**src/inc/fuse_prog_pkg.sv**
```systemverilog
`default_nettype none
package fuse_prog_pkg;
	// ========================================
	// clock and pulse timing
	// ========================================
	localparam int CLK_PERIOD_NS = 50;
	// least width of a key or code pulse
	localparam int SELECT_PULSE_WIDTH_NS = 20000;
	// least width of a fuse-opening pulse
	localparam int BURN_PULSE_WIDTH_NS = 100000;
	localparam int WIDTH_CNT_W = 12;
	// least times round up to whole cycles
	localparam logic [WIDTH_CNT_W-1:0] SELECT_PULSE_CYC =
		WIDTH_CNT_W'((SELECT_PULSE_WIDTH_NS + CLK_PERIOD_NS - 1) / CLK_PERIOD_NS);
	localparam logic [WIDTH_CNT_W-1:0] BURN_PULSE_CYC =
		WIDTH_CNT_W'((BURN_PULSE_WIDTH_NS + CLK_PERIOD_NS - 1) / CLK_PERIOD_NS);

	// ========================================
	// parameter fields
	// ========================================
	localparam int MAG_W = 8;
	localparam int OUT_W = 5;
	localparam int FALL_LSB = 0;
	localparam int POL_BIT = 2;
	localparam int TPOL_BIT = 3;
	localparam int LOCK_BIT = 4;
	localparam logic [MAG_W-1:0] MAG_MAX = 8'hff;
	localparam logic [MAG_W-1:0] OUT_TRY_MAX = 8'h1f;
	localparam logic [OUT_W-1:0] OUT_TRY_MASK = 5'h0f;
	localparam logic [2:0] MAG_TOP_BIT = 3'h7;
	localparam logic [2:0] OUT_TOP_BIT = 3'h4;

	// ========================================
	// keys: number of mid pulses between the opening high-mid pair and the closing high
	// ========================================
	localparam logic [2:0] KEY_POS_UP = 3'h0;
	localparam logic [2:0] KEY_POS_DOWN = 3'h1;
	localparam logic [2:0] KEY_NEG_UP = 3'h2;
	localparam logic [2:0] KEY_NEG_DOWN = 3'h3;
	localparam logic [2:0] KEY_MAG = 3'h4;
	localparam logic [2:0] KEY_OUT = 3'h5;
	localparam logic [3:0] MODE_KEY_MIDS = 4'hb;
	localparam logic [7:0] TRY_START_CODE = 8'h01;

	typedef enum logic [1:0] {
		LVL_LOW = 2'b00,
		LVL_MID = 2'b01,
		LVL_HIGH = 2'b11
	} level_type;

	// gray along idle -> high -> high/mid -> trial -> burn -> done
	typedef enum logic [2:0] {
		ST_IDLE = 3'b000,
		ST_GOT_HIGH = 3'b001,
		ST_KEY = 3'b011,
		ST_TRY = 3'b010,
		ST_BURN = 3'b110,
		ST_DONE = 3'b111,
		ST_DEAD = 3'b101
	} prog_state_type;
endpackage
`default_nettype wire
```
**src/core/supply_pin_fuse_programming.sv**
```systemverilog
`timescale 1ns/1ps
`default_nettype none
module supply_pin_fuse_programming (
	input wire logic clk_sys,
	input wire logic rst,
	input wire logic level_mid_pulse,
	input wire logic level_high_pulse,
	input wire logic [fuse_prog_pkg::MAG_W-1:0] fuse_sense_mag,
	input wire logic [fuse_prog_pkg::OUT_W-1:0] fuse_sense_out,
	output logic [fuse_prog_pkg::MAG_W-1:0] threshold_magnitude_field,
	output logic threshold_polarity_bit,
	output logic output_polarity,
	output logic [1:0] fall_select,
	output logic device_locked,
	output logic mode_trial,
	output logic mode_burn,
	output logic key_refused,
	output logic read_valid,
	output logic read_bit,
	output logic burn_strobe,
	output logic burn_reg_out,
	output logic [2:0] burn_bit_index
);
	import fuse_prog_pkg::*;

	// ========================================
	// state
	// ========================================
	typedef struct packed {
		logic [1:0] mid_sync;
		logic [1:0] high_sync;
		level_type peak;
		logic [WIDTH_CNT_W-1:0] width;
		prog_state_type state;
		logic [2:0] key;
		logic [MAG_W-1:0] code;
		logic [3:0] mid_run;
		logic [2:0] bit_idx;
		logic burned;
		logic burn_pulse;
		logic rd_valid;
		logic rd_bit;
		logic [MAG_W-1:0] mag_q;
		logic tpol_q;
		logic [OUT_W-1:0] out_q;
	} prog_type;

	prog_type r;
	prog_type n;
	level_type level_now;
	logic pulse_done;
	logic pulse_is_high;
	logic [7:0] sense_sel;
	logic is_virtual;
	logic trying;

	// comparators sampled through two flops; only the second stage is read
	always_comb begin
		if (r.high_sync[1]) begin
			level_now = LVL_HIGH;
		end else if (r.mid_sync[1]) begin
			level_now = LVL_MID;
		end else begin
			level_now = LVL_LOW;
		end
	end

	// short spikes never reach the decoder: too brief a pulse is dropped
	assign pulse_done = (level_now == LVL_LOW) && (r.peak != LVL_LOW)
		&& (r.width >= SELECT_PULSE_CYC);
	assign pulse_is_high = (r.peak == LVL_HIGH);
	assign is_virtual = (r.key <= KEY_NEG_DOWN);
	assign trying = (r.state == ST_TRY);
	// fuse sense widened to one byte so either register indexes alike
	assign sense_sel = (r.key == KEY_MAG) ? fuse_sense_mag : {3'h0, fuse_sense_out};

	// ========================================
	// next state
	// ========================================
	always_comb begin
		n = r;
		n.mid_sync = {r.mid_sync[0], level_mid_pulse};
		n.high_sync = {r.high_sync[0], level_high_pulse};
		n.burn_pulse = 1'b0;

		// width and peak level of the pulse in progress
		if (level_now != LVL_LOW) begin
			if (r.width != {WIDTH_CNT_W{1'b1}}) begin
				n.width = r.width + WIDTH_CNT_W'(1);
			end
			if (level_now == LVL_HIGH) begin
				n.peak = LVL_HIGH;
			end else if (r.peak == LVL_LOW) begin
				n.peak = LVL_MID;
			end
			// fuse opens once the high pulse has lasted the burn width
			if ((r.state == ST_BURN) && (level_now == LVL_HIGH) && !r.burned
				&& (r.width == BURN_PULSE_CYC - WIDTH_CNT_W'(1))) begin
				n.burn_pulse = 1'b1;
				n.burned = 1'b1;
			end
		end else begin
			n.peak = LVL_LOW;
			n.width = '0;
		end

		// decode on the fall back to low
		if (pulse_done) begin
			case (r.state)
				ST_IDLE: begin
					n.state = pulse_is_high ? ST_GOT_HIGH : ST_DEAD;
				end
				ST_GOT_HIGH: begin
					n.state = pulse_is_high ? ST_DEAD : ST_KEY;
					n.key = '0;
				end
				ST_KEY: begin
					if (!pulse_is_high) begin
						if (r.key == 3'h7) begin
							n.state = ST_DEAD;
						end else begin
							n.key = r.key + 3'h1;
						end
					end else if (fuse_sense_out[LOCK_BIT] || (r.key > KEY_OUT)) begin
						n.state = ST_DEAD;
					end else begin
						n.state = ST_TRY;
						n.code = TRY_START_CODE;
						n.mid_run = '0;
					end
				end
				ST_TRY: begin
					if (!pulse_is_high) begin
						if (r.mid_run != 4'hf) begin
							n.mid_run = r.mid_run + 4'h1;
						end
						if (is_virtual) begin
							n.code = r.code + 8'h01;
						end else if (r.code != ((r.key == KEY_MAG) ? MAG_MAX : OUT_TRY_MAX)) begin
							n.code = r.code + 8'h01;
						end
					end else if (!is_virtual && (r.mid_run == MODE_KEY_MIDS)) begin
						// mode key seen: trial value is dropped, address starts at bit 0
						n.state = ST_BURN;
						n.code = '0;
						n.bit_idx = '0;
						n.rd_valid = 1'b0;
					end else begin
						n.state = ST_DEAD;
					end
				end
				ST_BURN: begin
					if (r.burned) begin
						n.state = ST_DONE;
					end else if (!pulse_is_high) begin
						n.rd_valid = 1'b0;
						if (r.bit_idx == ((r.key == KEY_MAG) ? MAG_TOP_BIT : OUT_TOP_BIT)) begin
							n.state = ST_DEAD;
						end else begin
							n.bit_idx = r.bit_idx + 3'h1;
						end
					end else begin
						// short high pulse in this mode reads the addressed fuse
						n.rd_valid = 1'b1;
						n.rd_bit = sense_sel[r.bit_idx];
					end
				end
				ST_DONE: begin
					n.state = ST_DONE;
				end
				ST_DEAD: begin
					n.state = ST_DEAD;
				end
				default: begin
					n.state = ST_DEAD;
				end
			endcase
		end

		// applied values: opened fuses always win, trial bits only add on top
		n.mag_q = fuse_sense_mag;
		if (trying && is_virtual) begin
			// down registers walk the magnitude from the top toward zero
			n.mag_q = fuse_sense_mag | (r.key[0] ? ~r.code : r.code);
		end else if (trying && (r.key == KEY_MAG)) begin
			n.mag_q = fuse_sense_mag | r.code;
		end
		n.tpol_q = fuse_sense_out[TPOL_BIT] | (trying && is_virtual && r.key[1]);
		// the lock bit is never applied by trial, only by an opened fuse
		n.out_q = fuse_sense_out;
		if (trying && (r.key == KEY_OUT)) begin
			n.out_q = fuse_sense_out | (r.code[OUT_W-1:0] & OUT_TRY_MASK);
		end
	end

	// ========================================
	// registers; reset stands for supply power-up
	// ========================================
	always_ff @(posedge clk_sys) begin
		if (rst) begin
			r <= '0;
		end else begin
			r <= n;
		end
	end

	// ========================================
	// outputs
	// ========================================
	assign threshold_magnitude_field = r.mag_q;
	assign threshold_polarity_bit = r.tpol_q;
	assign output_polarity = r.out_q[POL_BIT];
	assign fall_select = r.out_q[FALL_LSB+1:FALL_LSB];
	assign device_locked = r.out_q[LOCK_BIT];
	assign mode_trial = trying;
	assign mode_burn = (r.state == ST_BURN);
	assign key_refused = (r.state == ST_DEAD);
	assign read_valid = r.rd_valid;
	assign read_bit = r.rd_bit;
	assign burn_strobe = r.burn_pulse;
	assign burn_reg_out = (r.key == KEY_OUT);
	assign burn_bit_index = r.bit_idx;
endmodule // supply_pin_fuse_programming
`default_nettype wire

```
**config.mk**
```make
export PLATFORM = sky130hd
export DESIGN_NAME = supply_pin_fuse_programming
export DESIGN_NICKNAME = d
export VERILOG_FILES = /design/src/inc/fuse_prog_pkg.sv /design/src/core/supply_pin_fuse_programming.sv
export SDC_FILE = /design/constraint.sdc
export NUM_CORES = 1
export LEC_CHECK = 0
export BUFFER_PORTS_ARGS = -buffer_cell sky130_fd_sc_hd__buf_2
export CAP_MARGIN = 5
export CORE_ASPECT_RATIO = 0.7
export CORE_MARGIN = 1.5
export CORE_UTILIZATION = 50
export CTS_BUF_LIST = sky130_fd_sc_hd__clkbuf_16
export DETAILED_ROUTE_END_ITERATION = 8
export MAX_ROUTING_LAYER = met4
export PLACE_DENSITY = 0.74
export SLEW_MARGIN = 40
export SYNTH_ARGS = -nofsm -noshare
export SYNTH_HDL_FRONTEND = slang
export SYNTH_SLANG_ARGS = --single-unit
```
**constraint.sdc**
```tcl
create_clock -name clk_sys -period 3.49 [get_ports clk_sys]
set_clock_uncertainty 0.15 [all_clocks]
set_input_delay 0.698 -clock clk_sys [delete_from_list [all_inputs] [get_ports clk_sys]]
set_output_delay 0.698 -clock clk_sys [all_outputs]
set_load 0.01 [all_outputs]
```
==> results of run 1 <==
metrics by stage:
stage	total power [uW]	util	cells	instance area [sq um]
final	1208	0.5736	468	3351
after global routing	1253	0.5736	468	3351
after CTS	1216	0.5736	468	3351
after detailed placement	726.1	0.5492	460	3208
after global placement	725.1	0.5485	460	3204
after floorplan	706.8	-	371	3082
registers in the layout, summed over array words and instances, names as in the netlist:
signal,count
output_polarity,1
read_valid,1
r,35
n,2
threshold_magnitude_field,8
burn_bit_index,3
fall_select,2
device_locked,1
burn_strobe,1
threshold_polarity_bit,1
read_bit,1
power groups by stage:
stage	sequential (uW)	clock (uW)	combinational, uW
floorplan	670	0	37.0
global placement	669	0	56.2
detailed placement	669	0	56.7
CTS	654	505	56.8
global route	656	535	61.9
finish	654	497	56.7
layout make-up:
class | count | area, sq um | area share
well taps | 75 | 93.84 | 0.02801
clock buffers | 5 | 125.1 | 0.03734
repair buffers | 42 | 217.7 | 0.06497
multi-input cells | 270 | 1712 | 0.5108
flip-flops and latches | 56 | 1121 | 0.3346
clock inverters | 3 | 17.52 | 0.005228
inverters | 17 | 63.81 | 0.01904
synth_stat cells, drive strengths merged, types with 10 or more instances:
library cell / n
a211oi: 11
nand2: 25
dfxtp: 56
nand3: 18
ha: 10
clkbuf: 10
buf: 18
nor2: 52
inv: 17
nor2b: 12
o21ai: 13
a21oi: 24
per-layer routing:
layer | GRT usage | vias to the layer above
met3 | 0.04032 | 7
met1 | 0.3397 | 1298
li1 | - | 1368
met2 | 0.3392 | 101
met5 | - | -
met4 | 0.03804 | 0
path summary, 6_finish.rpt:
check	endpoint	cells after the start	slack [ps]	from
max reg2reg	r[37]$_SDFFE_PP0P_	7	740	r[33]$_SDFFE_PP0P_
min reg2reg	r[54]$_SDFF_PP0_	1	300	n[54]$_SDFF_PP0_
max	r[37]$_SDFFE_PP0P_	7	740	r[33]$_SDFFE_PP0P_
min	r[54]$_SDFF_PP0_	1	300	n[54]$_SDFF_PP0_
kinds of logic after synthesis:
group,share of synthesized area
AND/OR/NAND/NOR,0.2525
AO/OA/AOI/OAI,0.2067
flip-flops,0.3638
buffers and inverters,0.08201
adder cells (fa/ha/maj),0.04060
XOR/XNOR,0.02273
multiplexers,0.03167
critical path: stages, from the launching register on:
cell and delay [ps]:
dfxtp_1 530, inv_1 80, ha_1 250, a211oi_1 450, o211ai_1 200, a221oi_1 540
nand4b_1 170, a31o_2 270
==> summary.txt, run 1 <==
Layout
  – # nets final: between 400 and 500
  – P&R area growth vs syn: 8.729%
  – Ant. Diodes: 0
  – Share of layout cells above drive strength 1: 0.1679
  – Filler cells: ~530
  – Highest-count cells in the layout ignoring fill and taps: 56 x dfxtp_1, 52 x nor2_1, 39 x buf_2, 25 x nand2_1, 24 x a21oi_1
  – Most common cell after layout, fill and taps aside: dfxtp_1

Pwr
  – Leak: roughly 0.0013 uW
  – Psw: around 270 uW
  – Seq pwr share: 0.542
  – Internal power: roughly 940 uW
  – Comb pwr share: 0.047
  – Peak supply drop: between 200 and 250 uV
  – Cell area power density: between 300 and 400 nW/um^2
  – Clk pwr share: 0.411
  – Sw frac: 0.2220

Clocking
  – Hold buffers post-CTS: 0
  – Clk buf depth: 2
  – Num Clock Sinks: 56
  – Post_cts resized: 0
  – CTS buffer count: 5
  – TritonCTS clock tree: built
  – Later-pin clock latency in the skew report: 290 ps
  – # Post-CTS Setup Buffers: 0
  – H-tree Lvls: 2
  – Root Driver: clkbuf_16
  – Reg clk slew, reported paths: roughly 70 ps

Die
  – Die height: 68.69 um
  – # rows: 23
  – Die width: ~97 um
  – Die area: between 6000 and 7000 sq um
  – # IOs: 40
  – Core area: roughly 5800 sq um
  – Starting Density: 0.5275

Timing
  – Final max-slew violation count: 0
  – Post-route setup TNS: 0 ps
  – Final period utilization: 0.7868
  – Tightest Pin Transition: around 790 ps
  – Slew Limit Headroom: 0.4703
  – Fin. Hold Viols: 0
  – Slack of the critical path: approximately 740 ps
  – Worst hold slack: approximately 300 ps
  – Fmax: between 300 and 400 MHz
  – # setup viols final: 0
  – Tmin final: 2746 ps
  – RSZ-0062 raised after global routing: false

Outcome
  – Status: completed

Global routing
  – Gr usage total: 0.2320
  – Initial antenna violation count: 0
  – Gr ovfl total: 0
  – Pin count of the biggest net entering global routing: 32
  – First-pass GRT wire length: 12010 um
  – Vias in the first global route: between 2000 and 2500

Placement
  – Placed wire-length estimate: between 5000 and 6000 um
  – Gpl congestion: slightly above 0.9
  – DP Worst Slack: 826.8 ps
  – Port bufs: 39

Yosys
  – Yosys Warn Count: 0
  – Asr flop ratio synth: 0
  – Area contributors post-synth: dfxtp_1 36%, nor2_1 6.3%, ha_1 4.1%
  – Biggest area consumer among synthesized cells: dfxtp_1
  – Post-synth EDFFs: 0
  – Synth Net Count: between 300 and 400
  – Post-synthesis sequential area ratio: 0.3638
  – #FFs+latches synth: 56
  – Share of the synthesized area in the top cell type: 0.3638
  – Avg Inst Size Synth: 8.306 sq um
  – Netlist cell types: 64
  – Mapped Cells: about 370
  – Post-synth design cell area: between 3000 and 4000 sq um
  – Top_reg_cell synth: dfxtp_1

Routing
  – Iteration-0 DRC Markers: around 270
  – Highest metal used: met4
  – First-pass iteration count of the detailed router: 5
  – DR DRC count: 0
  – Routed wl met2: 3024 um
  – Detailed Route WL: 7373 um
  – Number of vias after detailed routing: 2774
  – WL/cell: 15.75 um
  – Post-DR vias/cell: between 5 and 6
  – DRT met1 WL: 3846 um
  – Antenna Nets Post-Route: 0
  – Met3 wire length: 455 um

Critical path
  – CP Max Fanout: 11
  – Crit path DAT: about 2800 ps
  – Startpoint types: register
  – Critical Path RT: 3520 ps
  – Crit path capture type: register
  – Critical path type: register to register

Run
  – # Max-Cap Violations: 0

Worst hold path
  – Worst hold path class: register to register
Power figures use the tool's default switching activity.
==> run 2, diff against run 1 <==
Settings changed: ABC_AREA set to 1, PLACE_DENSITY 0.74 to 0.73.
Clock period 3.49 ns to 2.6 ns, I/O delays scaled along.
==> run 2 against run 1 <==
  * First-iteration DRC count grew 1.5%
  * Core utilization grew 0.82 points
  * Worst setup slack lost 470 ps
  * Fmax grew 18%
  * Cell area grew 11%
  * Via count grew 16%
  * Power grew 41%
  * Sequential power grew 34%
  * Critical path type unchanged
  * Highest routed layer unchanged
==> summary.txt, run 2 <==
Outcome
  – Status: completed

Placement
  – Port bufs: 39 (unchanged)
  – Placed wire-length estimate: 6137 um (+14%)
  – Cell Area, Placed: 3541 sq um (+10%)
  – Gpl congestion: 0.9157 (-0.79%)

Layout
  – P&R area growth vs syn: 9.874%
  – Filler cells: 630 (+20%)
  – # nets final: 556 (+33%)
  – Most common cell after layout, fill and taps aside: nand2_1
  – Share of layout cells above drive strength 1: 0.1528 (-0.01511)
  – Max reg flops: 35 (unchanged)
  – Ant. Diodes: 0 (unchanged)
  – Most flop-heavy register: r
  – Final design area excluding fillers: 3704 sq um (+11%)
  – Highest-count cells in the layout ignoring fill and taps: 118 x nand2_1, 67 x inv_1, 56 x dfxtp_1, 52 x nor2_1, 48 x nand3_1

Timing
  – Fmax: 430.6 MHz (+18%)
  – Tightest Pin Transition: 467.1 ps (-322.7 ps)
  – Fin. Hold Viols: 0 (unchanged)
  – Slew Limit Headroom: 0.6878 (+0.2176)
  – Tmin final: 2322 ps (-423.7 ps)
  – Final max-slew violation count: 0 (unchanged)
  – Post-route setup TNS: 0 ps (unchanged)
  – Final period utilization: 0.8932 (+0.1064)
  – RSZ-0062 raised after global routing: false
  – # setup viols final: 0 (unchanged)

Critical path
  – Crit path capture type: register
  – Critical path type: register to register
  – Crit path max-delay family: simple AND/OR/NAND/NOR gates
  – Reg-to-reg setup timing slack: 280 ps (-470 ps)
  – CP Buf/Inv Count: 2 (+1)
  – CP Depth: 10 (+3)
  – CP Max Fanout: 11 (unchanged)
  – Critical Path RT: 2610 ps (-910 ps)
  – Setup crit start: r[33]$_SDFFE_PP0P_
  – Worst path cell trace: inv_1 -> ha_1 -> nand2_1 -> inv_1 -> nand2_1 -> nand2_1 -> nor2_1 -> nand3_1 -> nand4_1 -> a21oi_1
  – CP most frequent cell: nand2_1
  – FF-to-FF Start: r[33]$_SDFFE_PP0P_
  – Startpoint types: register
  – Worst reg-to-reg path cell count: 10 (+3)
  – RR Endpoint: r[31]$_SDFFE_PP0P_
  – Critical Path Max Stage Delay: 480 ps (-60 ps)
  – Crit path DAT: 2340 ps (-440 ps)
  – Critical Path Slowest Stage Cell: dfxtp_1
  – Setup crit end: r[31]$_SDFFE_PP0P_

Die
  – Die area: 7251 sq um (+9.0%)
  – # IOs: 40 (unchanged)
  – Die width: 101.1 um (+4.4%)
  – Starting Density: 0.5295 (+0.001959)
  – # rows: 24 (+4.3%)
  – Die height: 71.70 um (+4.4%)
  – Core area: 6366 sq um (+9.0%)

Global routing
  – Gr usage total: 0.2476 (+0.01557)
  – Pin count of the biggest net entering global routing: 38 (+19%)
  – Gr ovfl total: 0 (unchanged)
  – GRT met3 Usage: 0.03317 (-0.007152)
  – Grt peak-use layer: met1
  – First-pass GRT wire length: 13740 um (+14%)
  – Initial antenna violation count: 0 (unchanged)
  – Met1 usage: 0.3716 (+0.03190)
  – Vias in the first global route: 2875 (+21%)
  – GRT met2 Usage: 0.3505 (+0.01132)

Clocking
  – Clk buf depth: 2 (unchanged)
  – H-tree Lvls: 2 (unchanged)
  – Hold buffers post-CTS: 0 (unchanged)
  – Root Driver: clkbuf_16
  – Reg clk slew, reported paths: 70 ps (about the same)
  – Post_cts resized: 0 (unchanged)
  – Num Clock Sinks: 56 (unchanged)
  – # Post-CTS Setup Buffers: 0 (unchanged)
  – Later-pin clock latency in the skew report: 290 ps (about the same)
  – TritonCTS clock tree: built
  – CTS buffer count: 5 (unchanged)

Yosys
  – Area contributors post-synth: dfxtp_1 33%, nand2_1 13%, inv_1 7.5%
  – Post-synth design cell area: 3371 sq um (+9.4%)
  – Synth Net Count: 532 (+34%)
  – Top_reg_cell synth: dfxtp_1
  – Share of the synthesized area in the top cell type: 0.3326 (-0.03119)
  – Most common cell in the netlist: nand2_1
  – Post-synth EDFFs: 0 (unchanged)
  – Post-synthesis sequential area ratio: 0.3326 (-0.03119)
  – Asr flop ratio synth: 0 (unchanged)
  – Yosys Warn Count: 0 (unchanged)
  – Mapped Cells: 505 (+36%)
  – Commonest cells post-synth: 118 x nand2_1, 67 x inv_1, 56 x dfxtp_1, 52 x nor2_1, 48 x nand3_1
  – Biggest area consumer among synthesized cells: dfxtp_1
  – #FFs+latches synth: 56 (unchanged)
  – Avg Inst Size Synth: 6.675 sq um (-20%)
  – Netlist cell types: 36 (-44%)

Routing
  – Detailed Route WL: 8228 um (+12%)
  – Iteration-0 DRC Markers: 273 (+1.5%)
  – Post-DR vias/cell: 5.192 (-12%)
  – First-pass iteration count of the detailed router: 5 (unchanged)
  – Number of vias after detailed routing: 3224 (+16%)
  – DR DRC count: 0 (unchanged)
  – WL/cell: 13.25 um (-16%)
  – Antenna Nets Post-Route: 0 (unchanged)

Pwr
  – Internal power: 1352 uW (+44%)
  – Peak supply drop: 269.3 uV (+22%)
  – Comb pwr share: 0.046 (about the same)
  – Psw: 353.5 uW (+32%)
  – Seq pwr share: 0.514 (-0.028)
  – Cell area power density: 460.5 nW/um^2 (+28%)
  – Leak: 0.001699 uW (+31%)
  – Clk pwr share: 0.439 (+0.028)
  – Sw frac: 0.2072 (-0.01478)

Worst hold path
  – WHS Path Cells: 2 (+1)
  – Worst hold path class: register to register

Run
  – # Max-Cap Violations: 0 (unchanged)
run 2: cell types whose count changed after synthesis, moves of 6 or more:
cell	before	now
nand2_1	25	118
inv_1	16	67
nand3_1	18	48
a21oi_1	24	43
nor2b_1	12	0
a211oi_1	10	0
nand4_1	5	14
o21ai_1	1	9
and2_1	7	0
or3_1	6	0
run 2: kinds of logic after synthesis:
| logic type | count (synthesis) | synth area share |
|---|---|---|
| AO/OA/AOI/OAI | 74 | 0.1192 |
| flip-flops | 56 | 0.3326 |
| AND/OR/NAND/NOR | 260 | 0.3641 |
| adder cells (fa/ha/maj) | 10 | 0.03712 |
| XOR/XNOR | 7 | 0.01819 |
| buffers and inverters | 98 | 0.1288 |
run 2: worst min path at each step:
stage | from | to
after floorplan | n[54]$_SDFF_PP0_ | r[54]$_SDFF_PP0_
after global placement | n[56]$_SDFF_PP0_ | r[56]$_SDFF_PP0_
after detailed placement | n[56]$_SDFF_PP0_ | r[56]$_SDFF_PP0_
after CTS | n[56]$_SDFF_PP0_ | r[56]$_SDFF_PP0_
after global routing | n[54]$_SDFF_PP0_ | r[54]$_SDFF_PP0_
final | n[56]$_SDFF_PP0_ | r[56]$_SDFF_PP0_
run 2: area by class of cell:
class / count / area, sq um / area share
Sequential cell: 56 / 1121 / 0.3027
Clock inverter: 3 / 37.54 / 0.01014
Timing Repair Buffer: 41 / 210.2 / 0.05676
Multi-Input combinational cell: 351 / 1815 / 0.4902
Inverter: 74 / 280.3 / 0.07568
Clock buffer: 5 / 125.1 / 0.03378
Tap cell: 91 / 113.9 / 0.03074
run 2: metrics by stage:
stage | utilization | cells | worst slack (ps) | total power (uW) | hold slack (ps)
after floorplan | - | 505 | 787.1 | 949.7 | 238.3
after detailed placement | 0.5562 | 613 | 379.5 | 976.3 | 244.0
after global routing | 0.5818 | 621 | 59.02 | 1767 | 280.0
after global placement | 0.5562 | 613 | 500.4 | 975.5 | 241.7
final | 0.5818 | 621 | 277.8 | 1706 | 251.5
after CTS | 0.5818 | 621 | 334.4 | 1723 | 253.8
run 2: layer usage:
layer,vias up,share of wire
met5,-,0
li1,1653,-
met2,146,0.40
met1,1418,0.51
met3,7,0.079
met4,0,0.0085
run 2: power groups by stage:
stage / sequential (uW) / combinational [uW] / clock, uW
after CTS: 877 / 79.5 / 766
after floorplan: 898 / 51.8 / 0
after detailed placement: 897 / 79.0 / 0
final: 877 / 79.0 / 749
after global placement: 897 / 78.8 / 0
after global routing: 878 / 89.4 / 799
run 2: worst reg2reg max path: stages, from the launching register on:
cell and delay (ps):
dfxtp_1 480, inv_1 130, ha_1 230, nand2_1 290, inv_1 220, nand2_1 100
nand2_1 70, nor2_1 90, nand3_1 200, nand4_1 160, a21oi_1 80
==> run 3, diff against run 2 <==
Settings changed: CORE_UTILIZATION 50 to 40, PLACE_DENSITY 0.73 to 0.61.
==> run 3 against run 2 <==
  * Sequential power is essentially flat
  * Non-clock buffer count did not move
  * Fmax grew 2.1%
  * Combinational power up 0.9%
  * Flip-flop and latch count unchanged
  * Clock power shrank 10%
  * Global-route usage shrank 5.4 points
  * Register-to-register slack gained 50 ps
  * Sequential share of layout area grew 0.051 points
  * Via count fell by 2.0%
  * Largest cell class unchanged
  * Largest power group unchanged
==> summary.txt, run 3 (synthesis results as in run 2) <==
Worst hold path
  – WHS Path Cells: 2 (unchanged)
  – Worst hold start: n[56]$_SDFF_PP0_
  – Worst hold path class: register to register
  – WHS Endpoint: r[56]$_SDFF_PP0_

Critical path
  – Critical Path RT: 2620 ps (about the same)
  – Critical path type: register to register
  – Reg-to-reg setup timing slack: 330 ps (+50 ps)
  – Critical Path Max Stage Delay: 470 ps (about the same)
  – Setup crit start: r[33]$_SDFFE_PP0P_
  – Worst reg-to-reg path cell count: 10 (unchanged)
  – Startpoint types: register
  – CP most frequent cell: nand2_1
  – FF-to-FF Start: r[33]$_SDFFE_PP0P_
  – Critical Path Slowest Stage Cell: dfxtp_1
  – Crit path capture type: register
  – RR Endpoint: r[31]$_SDFFE_PP0P_
  – CP Max Fanout: 11 (unchanged)
  – Worst path cell trace: inv_1 -> ha_1 -> nand2_1 -> inv_1 -> nand2_1 -> nand2_1 -> nor2_1 -> nand3_1 -> nand4_1 -> a21oi_1
  – Crit path DAT: 2290 ps (-50 ps)

Run
  – # Max-Cap Violations: 0 (unchanged)

Clocking
  – # Post-CTS Setup Buffers: 0 (unchanged)
  – Num Clock Sinks: 56 (unchanged)
  – Hold buffers post-CTS: 0 (unchanged)
  – Clk buf depth: 2 (unchanged)
  – TritonCTS clock tree: built
  – H-tree Lvls: 2 (unchanged)
  – Later-pin clock latency in the skew report: 300 ps (about the same)
  – Root Driver: clkbuf_16
  – CTS buffer count: 5 (unchanged)
  – Reg clk slew, reported paths: 70 ps (about the same)
  – Post_cts resized: 0 (unchanged)

Pwr
  – Tot Pwr: 1631 uW (-4.4%)
  – Leak: 0.001694 uW (-0.31%)
  – Peak supply drop: 255.0 uV (-5.3%)
  – Cell area power density: 441.0 nW/um^2 (-4.2%)

Timing
  – Tightest Pin Transition: 481.8 ps (+14.70 ps)
  – Slew Limit Headroom: 0.6780 (-0.009824)
  – # setup viols final: 0 (unchanged)
  – Final max-slew violation count: 0 (unchanged)
  – Fmax: 439.6 MHz (+2.1%)
  – Fin. Hold Viols: 0 (unchanged)
  – Post-route setup TNS: 0 ps (unchanged)
  – Final period utilization: 0.8749 (-0.01824)
  – Tmin final: 2275 ps (-47.42 ps)
  – RSZ-0062 raised after global routing: false

Layout
  – Filler cells: 825 (+31%)
  – Share of layout cells above drive strength 1: 0.1566 (+0.003774)
  – Ant. Diodes: 0 (unchanged)
  – P&R area growth vs syn: 9.688%
  – # nets final: 556 (unchanged)
  – Max reg flops: 35 (unchanged)
  – Most common cell after layout, fill and taps aside: nand2_1
  – Most flop-heavy register: r
  – Highest-count cells in the layout ignoring fill and taps: 118 x nand2_1, 67 x inv_1, 56 x dfxtp_1, 52 x nor2_1, 48 x nand3_1

Global routing
  – Gr usage total: 0.1940 (-0.05355)
  – Initial antenna violation count: 0 (unchanged)
  – First-pass GRT wire length: 13490 um (-1.8%)
  – Gr ovfl total: 0 (unchanged)
  – Vias in the first global route: 2745 (-4.5%)
  – Pin count of the biggest net entering global routing: 38 (unchanged)

Die
  – Starting Density: 0.4210 (-0.1085)
  – Core area: 8006 sq um (+26%)
  – # IOs: 40 (unchanged)
  – Die height: 79.81 um (+11%)
  – Die width: 112.7 um (+11%)
  – Die area: 8996 sq um (+24%)
  – # rows: 27 (+13%)

Placement
  – Port bufs: 39 (unchanged)
  – Gpl congestion: 0.9120 (-0.40%)
  – Placed wire-length estimate: 6096 um (-0.68%)

Routing
  – DR DRC count: 0 (unchanged)
  – Met3 wire length: 499 um (-23%)
  – Antenna Nets Post-Route: 0 (unchanged)
  – Highest metal used: met4
  – First-pass iteration count of the detailed router: 4 (-1)
  – Number of vias after detailed routing: 3160 (-2.0%)
  – WL/cell: 12.87 um (-2.9%)
  – Routed wl met2: 3109 um (-5.1%)
  – DRT met1 WL: 4401 um (+4.0%)
  – Iteration-0 DRC Markers: 192 (-30%)
  – Detailed Route WL: 8122 um (-1.3%)
  – Post-DR vias/cell: 5.008 (-3.5%)

Outcome
  – Status: completed
## run 3: how the worst max path moves through the flow
stage                                      to  slack, ps  cells after the start
2_1_floorplan  burn_bit_index[1]$_SDFFE_PP0P_        790                     13
3_3_place_gp               r[29]$_SDFFE_PP0P_        480                     10
3_5_place_dp               r[31]$_SDFFE_PP0P_        360                     10
4_1_cts                    r[31]$_SDFFE_PP0P_        360                     11
5_1_grt                    r[27]$_SDFFE_PP0P_        110                     10
6_report                   r[31]$_SDFFE_PP0P_        330                     10
## run 3: per-stage QoR
stage          worst slack, ps  utilization  cell area [sq um]  hold WS [ps]  cells
6_report                 325.2       0.4618               3697         254.4    631
5_1_grt                  111.2       0.4618               3697         275.9    631
4_1_cts                  358.2       0.4618               3697         258.6    631
3_5_place_dp             363.6       0.4438               3553         248.1    623
3_3_place_gp             480.1       0.4438               3553         243.3    623
2_1_floorplan            787.1            -               3371         238.3    505
## run 3: final cells by class
cell class	count	area [sq um]	area share
Multi-Input combinational cell	351	1815	0.4910
Clock inverter	3	18.77	0.005076
Inverter	74	280.3	0.07580
Sequential cell	56	1121	0.3032
Clock buffer	5	125.1	0.03384
Tap cell	101	126.4	0.03418
Timing Repair Buffer	41	210.2	0.05685
## run 3: report_power, final
part	leakage [uW]	internal, uW	switching (uW)
Combinational	0.00116	31.2	48.5
Sequential	0.000456	872	4.47
Clock	0.0000736	356	318
Total	0.00169	1260	371
## run 3: critical path: cells and delay by family, from the launching register on
kind | cells | cell delay [ps]
simple gates | 6 | 880
flops | 1 | 470
buf+inv | 2 | 340
fa+ha+maj | 1 | 220
compound gates | 1 | 80
## run 3: metal layers
metal / global-route usage / up-vias
met5: - / -
met4: 0.06456 / 0
met3: 0.04632 / 9
met2: 0.2561 / 87
met1: 0.2844 / 1408
li1: - / 1656
